[config.mk]
export PLATFORM = sky130hd
export DESIGN_NAME = jtl_tx_link
export DESIGN_NICKNAME = d
export VERILOG_FILES = /design/src/logic/jtl_pkg.sv /design/src/logic/jtl_stream_if.sv /design/src/logic/jtl_fifo.sv /design/src/logic/jtl_tx_link.sv
export VERILOG_INCLUDE_DIRS = /design/src /design/src/logic
export SDC_FILE = /design/constraint.sdc
export NUM_CORES = 1
export LEC_CHECK = 0
export BUFFER_PORTS_ARGS = -buffer_cell sky130_fd_sc_hd__buf_2
export CORE_ASPECT_RATIO = 1.25
export CORE_UTILIZATION = 50
export DETAILED_ROUTE_END_ITERATION = 6
export GPL_ROUTABILITY_DRIVEN = 0
export GPL_TIMING_DRIVEN = 0
export PLACE_DENSITY = 0.66
export SYNTH_ARGS = -nofsm -noshare
export SYNTH_HDL_FRONTEND = slang
export SYNTH_SLANG_ARGS = --single-unit
export TNS_END_PERCENT = 10
[constraint.sdc]
create_clock -name clk -period 27.1 [get_ports clk]
set_input_delay 5.42 -clock clk [delete_from_list [all_inputs] [get_ports clk]]
set_output_delay 5.42 -clock clk [all_outputs]
set_load 0.005 [all_outputs]
[src/logic/jtl_map.svh]
// Constants of the link transmitter: control characters, sequence positions, field codes.
// Assumes inclusion by bare name from every file that needs a fixed value.
//
// Contract
// - Frame filled converter zero first, then upward.
// - All samples of one converter stay together.
// - Control bits appended below each sample.
// - Tail bits pad word to word size.
// - Octets spread over one, two or four lanes.
// - Subclass zero and subclass one both supported.
// - Sync request asserted means K on every enabled lane.
// - Alignment sequence starts at next multiframe boundary.
// - Four multiframes, each R first, A last.
// - First multiframe carries ramp after opening R.
// - Second multiframe: R, Q, then configuration octets.
// - Alignment sequence octets are never scrambled.
// - Configuration fields carry value minus one.
// - Scrambling on after reset, can be disabled.
// - Scrambled FC becomes F, 7C becomes A.
// - Unscrambled repeat of last octet gets replaced.
// - Alignment character insertion on by default, switchable.
// - Balanced 8b/10b with the five control codes.
// - Encoder bypass and output inversion for debugging.
// - Self-synchronising scrambler, 1 + x^14 + x^15.
// - Default 14-bit sample split over two octets.
`ifndef JTL_MAP_SVH
`define JTL_MAP_SVH
`define JTL_CH_R 8'h1C
`define JTL_CH_A 8'h7C
`define JTL_CH_Q 8'h9C
`define JTL_CH_K 8'hBC
`define JTL_CH_F 8'hFC
`define JTL_ILAS_LAST 2'h3
`define JTL_CFG_MF 2'h1
`define JTL_Q_POS 9'h001
`define JTL_CFG_FIRST 9'h002
`define JTL_CFG_END 9'h010
`define JTL_CFG_LID 4'h2
`define JTL_CFG_SUM 4'hD
`define JTL_JESDV 3'h1
`define JTL_SUBCLASS0 3'h0
`define JTL_SUBCLASS1 3'h1
`define JTL_K28_6B 6'h0F
`define JTL_ALT7 4'h7
`define JTL_SCR_SEED 15'h0000
`define JTL_BYP_PAD 2'h0
`endif

[src/logic/jtl_pkg.sv]
// Types shared by the link transmitter and its sample buffer.
// Assumes the constants header is included where fixed values are needed.
package jtl_pkg;
	typedef enum logic [1:0] {st_cgs, st_ilas, st_data} jtl_state_t;
endpackage

[src/logic/jtl_stream_if.sv]
// Valid/ready word stream between the transmitter core and its sample buffer.
// Assumes one clock; the transfer happens when valid and ready are both high.
`timescale 1ns/1ps
interface jtl_stream_if #(parameter int W = 32);
	logic valid;
	logic ready;
	logic [W-1:0] data;
	modport src (output valid, output data, input ready);
	modport snk (input valid, input data, output ready);
endinterface

[src/logic/jtl_fifo.sv]
// Frame word buffer with valid/ready on both sides.
// Assumes a power-of-two depth; ready drops when full, valid drops when empty.
`timescale 1ns/1ps
module jtl_fifo #(
	parameter int W = 32,
	parameter int D = 16
) (
	input wire logic clk,
	input wire logic rst_b,
	jtl_stream_if.snk wr,
	jtl_stream_if.src rd
);
	import jtl_pkg::*;
	localparam int AW = $clog2(D);

	if (D < 2 || (D & (D - 1)) != 0)
	begin : g_bad_depth
		$error("fifo depth must be a power of two, at least two");
	end

	logic [W-1:0] mem [D];
	logic [AW-1:0] wp;
	logic [AW-1:0] rp;
	logic [AW:0] cnt;
	wire push = wr.valid && wr.ready;
	wire pop = rd.valid && rd.ready;

	// Honest flags from the fill count
	assign wr.ready = cnt != (AW+1)'(D);
	assign rd.valid = cnt != '0;
	assign rd.data = mem[rp];

	// Storage has no reset; only words already written are ever read
	always_ff @(posedge clk)
	begin
		if (push)
			mem[wp] <= wr.data;
	end

	// Pointers and fill count
	always_ff @(posedge clk or negedge rst_b)
	begin
		if (!rst_b)
		begin
			wp <= '0;
			rp <= '0;
			cnt <= '0;
		end
		else
		begin
			wp <= wp + AW'(push);
			rp <= rp + AW'(pop);
			cnt <= cnt + (AW+1)'(push) - (AW+1)'(pop);
		end
	end
endmodule

[src/logic/jtl_tx_link.sv]
// Transmit link layer: frame packing, sync handshake, alignment sequence,
// scrambling, character replacement and 8b/10b encoding for up to four lanes.
// Assumes configuration inputs stay still outside the sync phase.
`timescale 1ns/1ps
`include "jtl_map.svh"
module jtl_tx_link #(
	parameter int M = 2,
	parameter int N = 14,
	parameter int NP = 16,
	parameter int K = 32,
	parameter int LMAX = 4,
	parameter int DEPTH = 16,
	parameter logic [7:0] DID = 8'h5A,
	parameter logic [7:0] BID = 8'h03
) (
	input wire logic clk,
	input wire logic rst_b,
	input wire logic smp_valid,
	output logic smp_ready,
	input wire logic [M*N-1:0] smp_data,
	input wire logic [M*3-1:0] smp_ctrl,
	input wire logic [1:0] cs_count,
	input wire logic [2:0] lane_count,
	input wire logic subclass_sel,
	input wire logic scramble_dis,
	input wire logic frame_align_char_insert_en,
	input wire logic enc_bypass,
	input wire logic enc_invert,
	input wire logic sync_request_n,
	input wire logic sysref,
	output logic [LMAX*10-1:0] lane_symbol,
	output logic [LMAX-1:0] lane_en,
	output logic local_multiframe_clock,
	output jtl_pkg::jtl_state_t link_state
);
	import jtl_pkg::*;
	localparam int TW = NP - N;
	localparam int FW = M * NP;
	localparam int FO = FW / 8;
	localparam logic [5:0] T6 [32] = '{6'h27, 6'h1D, 6'h2D, 6'h31, 6'h35, 6'h29, 6'h19,
		6'h38, 6'h39, 6'h25, 6'h15, 6'h34, 6'h0D, 6'h2C, 6'h1C, 6'h17, 6'h1B, 6'h23,
		6'h13, 6'h32, 6'h0B, 6'h2A, 6'h1A, 6'h3A, 6'h33, 6'h26, 6'h16, 6'h36, 6'h0E,
		6'h2E, 6'h1E, 6'h2B};
	localparam logic [3:0] T4 [8] = '{4'hB, 4'h9, 4'h5, 4'hC, 4'hD, 4'hA, 4'h6, 4'hE};
	localparam logic [3:0] K4 [8] = '{4'hB, 4'h0, 4'h0, 4'hC, 4'hD, 4'h5, 4'h0, 4'h7};

	if (TW < 1 || TW > 3 || NP % 8 != 0 || LMAX != 4 || FO % LMAX != 0 || K > 32
		|| K * FO / LMAX < 17)
	begin : g_bad_cfg
		$error("link parameters outside what the packer and sequencer serve");
	end

	// 8b/10b: returns {next disparity, abcdei, fghj}; a is sent first
	function automatic logic [10:0] enc(input logic k, input logic [7:0] d, input logic rd);
		logic [5:0] s6;
		logic [3:0] s4;
		logic rdm;
		logic alt;
		s6 = k ? `JTL_K28_6B : T6[d[4:0]];
		if (rd && (k || $countones(s6) != 3 || d[4:0] == 5'h07))
			s6 = ~s6;
		rdm = rd ^ ($countones(s6) != 3);
		alt = (d[7:5] == 3'h7) && (rdm ? (d[4:0] == 5'h0B || d[4:0] == 5'h0D ||
			d[4:0] == 5'h0E) : (d[4:0] == 5'h11 || d[4:0] == 5'h12 || d[4:0] == 5'h14));
		s4 = k ? K4[d[7:5]] : (alt ? `JTL_ALT7 : T4[d[7:5]]);
		if (rdm && (k || $countones(s4) != 2 || d[7:5] == 3'h3))
			s4 = ~s4;
		enc = {rdm ^ ($countones(s4) != 2), s6, s4};
	endfunction

	// Scrambler 1 + x^14 + x^15, MSB first; returns {state, octet}
	function automatic logic [22:0] scr(input logic [7:0] d, input logic [14:0] s);
		logic [14:0] st;
		logic [7:0] o;
		st = s;
		o = '0;
		for (int i = 7; i >= 0; i--)
		begin
			o[i] = d[i] ^ st[14] ^ st[13];
			st = {st[13:0], o[i]};
		end
		scr = {st, o};
	endfunction

	// Lane count to octets per frame per lane shift
	function automatic logic [1:0] lane_shift(input logic [2:0] lc);
		lane_shift = (lc == 3'h4) ? 2'h2 : ((lc == 3'h2) ? 2'h1 : 2'h0);
	endfunction

	// Sum of the configuration octets ahead of the checksum
	function automatic logic [7:0] cfg_sum(input logic [103:0] v);
		logic [7:0] s;
		s = '0;
		for (int i = 0; i < 13; i++)
			s = s + v[8*i +: 8];
		cfg_sum = s;
	endfunction

	jtl_stream_if #(.W(FW)) in_if ();
	jtl_stream_if #(.W(FW)) out_if ();

	jtl_state_t st;
	jtl_state_t next_st;
	logic sync1, sync2, sr1, sr2, sr3;
	logic [4:0] fcnt;
	logic [5:0] frm;
	logic [1:0] ilas_mf;
	logic [FW-1:0] frame_word;
	logic [FW-1:0] frame_in;

	// Pack each converter: sample on top, enabled control bits below, zero tail
	for (genvar c = 0; c < M; c++)
	begin : g_conv
		wire [1:0] cs_eff = (32'(cs_count) > TW) ? 2'(TW) : cs_count;
		wire [2:0] cs_mask = 3'(4'h7 << (2'h3 - cs_eff)); // control bit 2 fills first
		wire [2:0] cm = smp_ctrl[3*c +: 3] & cs_mask;
		assign frame_in[FW-1-NP*c -: NP] = {smp_data[N*c +: N], cm[2 -: TW]};
	end

	assign in_if.valid = smp_valid;
	assign in_if.data = frame_in;
	assign smp_ready = in_if.ready;

	jtl_fifo #(.W(FW), .D(DEPTH)) u_fifo (
		.clk(clk),
		.rst_b(rst_b),
		.wr(in_if.snk),
		.rd(out_if.src)
	);

	// Frame and multiframe position decode
	wire sync_req = !sync2;
	wire [1:0] lsh = lane_shift(lane_count);
	wire [4:0] f_cur = 5'(FO >> lsh);
	wire f_last = fcnt == f_cur - 5'h01;
	wire mf_end = f_last && (frm == 6'(K - 1));
	wire [8:0] oi = 9'(frm) * 9'(f_cur) + 9'(fcnt); // Widen first: frame times F overflows six bits
	wire sysref_edge = sr2 && !sr3 && subclass_sel;
	wire scr_on = !scramble_dis;
	wire pop = f_last && (next_st == st_data);
	assign out_if.ready = pop;

	// Configuration octets, fields as value minus one
	wire [103:0] cfg_w = {DID, BID, 8'h00, {scr_on, 2'h0, 5'(lane_count - 3'h1)},
		{3'h0, f_cur - 5'h01}, {3'h0, 5'(K - 1)}, 8'(M - 1), {cs_count, 1'b0, 5'(N - 1)},
		{subclass_sel ? `JTL_SUBCLASS1 : `JTL_SUBCLASS0, 5'(NP - 1)}, {`JTL_JESDV, 5'h00},
		24'h000000};
	wire [7:0] csum = cfg_sum(cfg_w);

	// Link state sequencing; a sync request wins from any state
	always_comb
	begin
		next_st = st;
		case (st)
			st_cgs: if (mf_end) next_st = st_ilas;
			st_ilas: if (mf_end && ilas_mf == `JTL_ILAS_LAST) next_st = st_data;
			st_data: next_st = st_data;
			default: next_st = st_cgs;
		endcase
		if (sync_req)
			next_st = st_cgs;
	end

	// Two-stage synchronisers for the sync and reference pins
	always_ff @(posedge clk or negedge rst_b)
	begin
		if (!rst_b)
		begin
			{sync1, sync2} <= 2'h0;
			{sr1, sr2, sr3} <= 3'h0;
		end
		else
		begin
			{sync1, sync2} <= {sync_request_n, sync1};
			{sr1, sr2, sr3} <= {sysref, sr1, sr2};
		end
	end

	// Local multiframe counters; a reference edge realigns them in subclass one
	always_ff @(posedge clk or negedge rst_b)
	begin
		if (!rst_b)
		begin
			fcnt <= '0;
			frm <= '0;
		end
		else if (sysref_edge || (f_last && mf_end))
		begin
			fcnt <= '0;
			frm <= '0;
		end
		else
		begin
			fcnt <= f_last ? 5'h00 : fcnt + 5'h01;
			frm <= f_last ? frm + 6'h01 : frm;
		end
	end

	// State, sequence count and frame word; an empty buffer sends zero samples
	always_ff @(posedge clk or negedge rst_b)
	begin
		if (!rst_b)
		begin
			st <= st_cgs;
			ilas_mf <= '0;
			frame_word <= '0;
			local_multiframe_clock <= 1'b0;
			lane_en <= '0;
		end
		else
		begin
			st <= next_st;
			ilas_mf <= (st == st_ilas && mf_end) ? ilas_mf + 2'h1 : ((st == st_ilas) ? ilas_mf : 2'h0);
			frame_word <= pop ? (out_if.valid ? out_if.data : '0) : frame_word;
			local_multiframe_clock <= mf_end;
			lane_en <= LMAX'((32'h1 << lane_count) - 32'h1);
		end
	end

	assign link_state = st;

	// Per-lane octet selection, scrambling, replacement and encoding
	for (genvar l = 0; l < LMAX; l++)
	begin : g_lane
		logic [9:0] sym;
		logic rd;
		logic [14:0] scr_st;
		logic [7:0] prev;
		wire lane_on = 3'(l) < lane_count;
		wire [4:0] idx = 5'(l * f_cur) + fcnt;
		wire [FW-1:0] shf = FW'(frame_word << {idx, 3'h0});
		wire [7:0] data_oct = shf[FW-1 -: 8];
		wire [22:0] sres = scr(data_oct, scr_st);
		wire [7:0] scr_o = scr_on ? sres[7:0] : data_oct;
		wire rep_scr = scr_on && (mf_end ? scr_o == `JTL_CH_A : scr_o == `JTL_CH_F);
		wire rep_raw = !scr_on && data_oct == prev;
		wire rep = frame_align_char_insert_en && f_last && (rep_scr || rep_raw);
		wire [7:0] rep_ch = mf_end ? `JTL_CH_A : `JTL_CH_F;
		wire [3:0] ci = 4'(oi - `JTL_CFG_FIRST);
		wire [7:0] cfg_oct = (ci == `JTL_CFG_LID) ? 8'(l) :
			((ci == `JTL_CFG_SUM) ? csum + 8'(l) : cfg_w[103 - 8*ci -: 8]);
		wire in_cfg = ilas_mf == `JTL_CFG_MF && oi >= `JTL_CFG_FIRST && oi < `JTL_CFG_END;
		wire is_q = ilas_mf == `JTL_CFG_MF && oi == `JTL_Q_POS;
		wire ilas_k = oi == 9'h000 || mf_end || is_q;
		wire [7:0] ilas_ch = (oi == 9'h000) ? `JTL_CH_R : (mf_end ? `JTL_CH_A : `JTL_CH_Q);
		wire [7:0] ilas_oct = ilas_k ? ilas_ch : (in_cfg ? cfg_oct : oi[7:0]);
		wire kc = (st == st_cgs) || (st == st_ilas && ilas_k) || (st == st_data && rep);
		wire [7:0] oct = (st == st_cgs) ? `JTL_CH_K : ((st == st_ilas) ? ilas_oct :
			(rep ? rep_ch : scr_o));
		wire [10:0] e = enc(kc, oct, rd);
		wire [9:0] raw = enc_bypass ? {oct, `JTL_BYP_PAD} : e[9:0];
		wire [9:0] next_sym = lane_on ? (raw ^ {10{enc_invert}}) : 10'h000;
		wire next_rd = (lane_on && !enc_bypass) ? e[10] : rd;
		wire [14:0] next_scr = (st == st_data && scr_on && lane_on) ? sres[22:8] : scr_st;
		wire [7:0] next_prev = (st == st_data && f_last && lane_on) ? data_oct : prev;

		// Symbol, disparity and scrambler state; the scrambler only moves on user data
		always_ff @(posedge clk or negedge rst_b)
		begin
			if (!rst_b)
			begin
				sym <= '0;
				rd <= 1'b0;
				scr_st <= `JTL_SCR_SEED;
				prev <= '0;
			end
			else
			begin
				sym <= next_sym;
				rd <= next_rd;
				scr_st <= next_scr;
				prev <= next_prev;
			end
		end
		assign lane_symbol[10*l +: 10] = sym;
	end
endmodule

==> qor.yml <==
global_route:
  grt_pass1_wl_um: 170000
  grt_usage_pct: 28.2
  grt_pass1_vias: 28200
  grt_max_degree: 87
  overflow: 0
  antenna_found_initial: 2
die:
  core-area_um2: 78700
  rows: 115
  die_h_um: 317
  start_util_pct: 50.5
  ioPinCount: 97
  dieArea_um2: 80700
  die_w_um: 254
power:
  vdd_drop_max_v: 0.0000573
  swShare_pct: 34.1
  switching_power_w: 0.00120
  cellPowerDensity_nw_per_um2: 78.8
  p_seq_share_pct: 38.1
  p_clk_share_pct: 29.3
  internal-power_w: 0.00232
  power_frac_comb_pct: 32.6
  p_leak_nw: 16.6
cells_and_area:
  final_nets: 3526
  layout-drive-gt1-share_pct: 16.3
  fill_cells: 6329
  utilization_pct: 56.6
  antenna_cells: 0
  syn_to_final_growth_pct: 12.1
critical_path:
  cp.depth: 61
  critPathArrivalTime_ns: 23.63
  crit_top_cell: "ha_1"
  required_ns: 27.63
  reg2reg_depth: 57
  crit_family: "adder cells"
  slowest_stage: "clkbuf_1"
  r2r_end: "g_lane[1].rd"
  slowest_delay_ns: 0.77
  cp-end-kind: "register"
  crit_type: "in -> reg"
  r2r_slack_ns: 9.97
  start_kind: "input port"
  crit_start: "lane_count[2]"
  critical_path_buf_inv_count: 14
  worstPathMaxFanout: 10
  r2r-start: "fcnt[2]"
flow_run:
  drv_cap: 0
synth:
  synth_area_leaders: "edfxtp_1 39%, dfrtp_1 13%, mux4_2 11%"
  synthTopCellsByCount: "512 x edfxtp_1, 229 x nand2_1, 206 x dfrtp_1"
  synth.yosys.seq_area_share_pct: 51.6
  yosysTopAreaCell: "edfxtp_1"
  syn_area_per_cell_um2: 12.9
  netlist.area_leader.share_pct: 38.7
  ys_ff_latch: 718
  synthesis.area_um2: 39800
  netlist_instances: 3093
  async_flop_share_pct: 28.7
  ys_types: 110
  yosysWarnings: 0
  synth_edf_count: 512
  ys.flop_type: "edfxtp_1"
  synth.most_common_cell: "edfxtp_1"
clock_tree:
  clockBufferDepth: 3
  postCtsHoldBufs: 0
  cts_made_buffers: 74
  clk_pin_slew_ns: 0.06
  postCtsSetupBuffers: 0
  tritoncts: "built"
  cts-resized-gates: 0
  root_buffer: "clkbuf_16"
  cts.sinks: 718
  insertion_delay_ns: 0.63
  htreeDepth: 3
hold_path:
  hold_depth: 0
  hp-class: "reg -> reg"
  whs_endpoint: "sr2"
  hp-start: "sr1"
sta:
  hold_violations: 0
  rsz0062_at_grt: "no"
  finalSetupViolCount: 0
  whs_ns: 0.346
  relSlewSlack_pct: 16.8
  tns_ns: 0
  slew_violations: 0
  fin_crit_ns: 23.10
  tightest_slew_ns: 1.23
  timing.fmax_mhz: 43.3
  fin_ws_ns: 4.00
  fin_crit_sh_pct: 85.2
  skew_ns: 0.0229
run_status:
  status: "finished, final reports clean"
route:
  routed_wl_um: 111000
  vias: 27500
  drt_pass1_iterations: 7
  drtIter0Drc: 2421
  viasPerCell: 6.26
  wl_per_cell_um: 25.3
  postRouteAntennaNets: 0
  route.detailed.drc: 0
placed_design:
  port-buffer-count: 91
  dp_hpwl_um: 81400
  place_ws_ns: 3.91
## worst max path at each step
| stage | endpoint |
|---|---|
| floorplan | g_lane[1].rd |
| global placement | g_lane[1].rd |
| detailed placement | g_lane[1].rd |
| CTS | g_lane[1].rd |
| global route | g_lane[1].rd |
| finish | g_lane[1].rd |
## kinds of logic (layout without fill, tap and decap cells)
| logic type | count (synthesis) | after routing | share of synthesized area (%) |
|---|---|---|---|
| AO/OA/AOI/OAI | 573 | 573 | 10.4 |
| buffers and inverters | 294 | 546 | 2.88 |
| multiplexers | 295 | 295 | 13.6 |
| XOR/XNOR | 218 | 218 | 4.86 |
| other | 2 | 4 | 0.0189 |
| adder cells (fa/ha/maj) | 186 | 186 | 6.56 |
| AND/OR/NAND/NOR | 807 | 807 | 10.0 |
| flip-flops | 718 | 718 | 51.6 |
## sequential cells by signal (all words and copies together), names as in the netlist, 5 cells and up
| name | flops |
|---|---|
| g_lane.scr_st | 60 |
| fcnt | 5 |
| u_fifo.cnt | 5 |
| g_lane.sym | 40 |
| frame_word | 32 |
| frm | 6 |
| u_fifo.mem | 512 |
| g_lane.prev | 32 |
## per-stage QoR
stage	power, W	instances	instance area, um2
after floorplan	0.00214	3095	39800
after global placement	0.00241	4239	41600
after detailed placement	0.00248	4269	42200
after CTS	0.00351	4400	44600
after global routing	0.00370	4400	44600
final	0.00351	4400	44600
## worst reg2reg max path: cells and delay by family, from the launching register on
kind	cells	cell delay, ns
adder cells (fa/ha/maj)	20	6.66
AO/OA/AOI/OAI	13	4.73
buffers and inverters	11	2.59
AND/OR/NAND/NOR	9	1.49
XOR/XNOR	4	0.84
flip-flops	1	0.70
## cell type report
cell class,count,area (um2),area share [%]
tap,1053,1320,2.96
inverter,142,533,1.20
sequential,718,20500,46.0
timing repair buffer,121,941,2.11
clock inverter,34,429,0.963
clock buffer,97,1990,4.47
buffer,152,614,1.38
multi-input combinational,2083,18200,40.9
## layout by cell type (no fill, tap or decap), types with 14 or more instances in the layout
cell,instances
edfxtp_1,512
nand2_1,229
dfrtp_1,206
mux4_2,192
nor2_1,170
ha_1,147
xnor2_1,139
inv_1,136
clkbuf_1,128
o21ai_0,121
buf_2,107
a21oi_1,84
nand3_1,80
xor2_1,77
clkbuf_16,76
nor3_1,67
mux2_2,53
mux2i_1,48
fa_1,38
and2_1,37
a22o_1,33
o211ai_1,31
and3_1,30
nand2b_1,27
a21o_1,26
a31oi_1,25
buf_1,24
or3_1,23
nor2b_1,22
o21a_1,18
o31ai_1,18
nor4_1,17
buf_6,17
a211oi_1,16
nand4_1,15
o21ai_1,15
nor3b_1,14
o22ai_1,14
## power by group through the flow
stage	clock (W)	combinational (W)	sequential, W
2_1_floorplan	0	0.000792	0.00135
3_3_place_gp	0	0.00105	0.00136
3_5_place_dp	0	0.00112	0.00136
4_1_cts	0.00105	0.00113	0.00134
5_1_grt	0.00109	0.00126	0.00135
6_report	0.00103	0.00115	0.00134
## layer usage
layer  GRT usage, %  vias up  part of all wire [%]
li1               -    12200                     -
met1           32.1    13800                    36
met2           49.4     1205                    51
met3           4.35      378                   6.2
met4           18.3        4                   7.1
met5              0        -                 0.020
(Power assumes the default switching activity.)
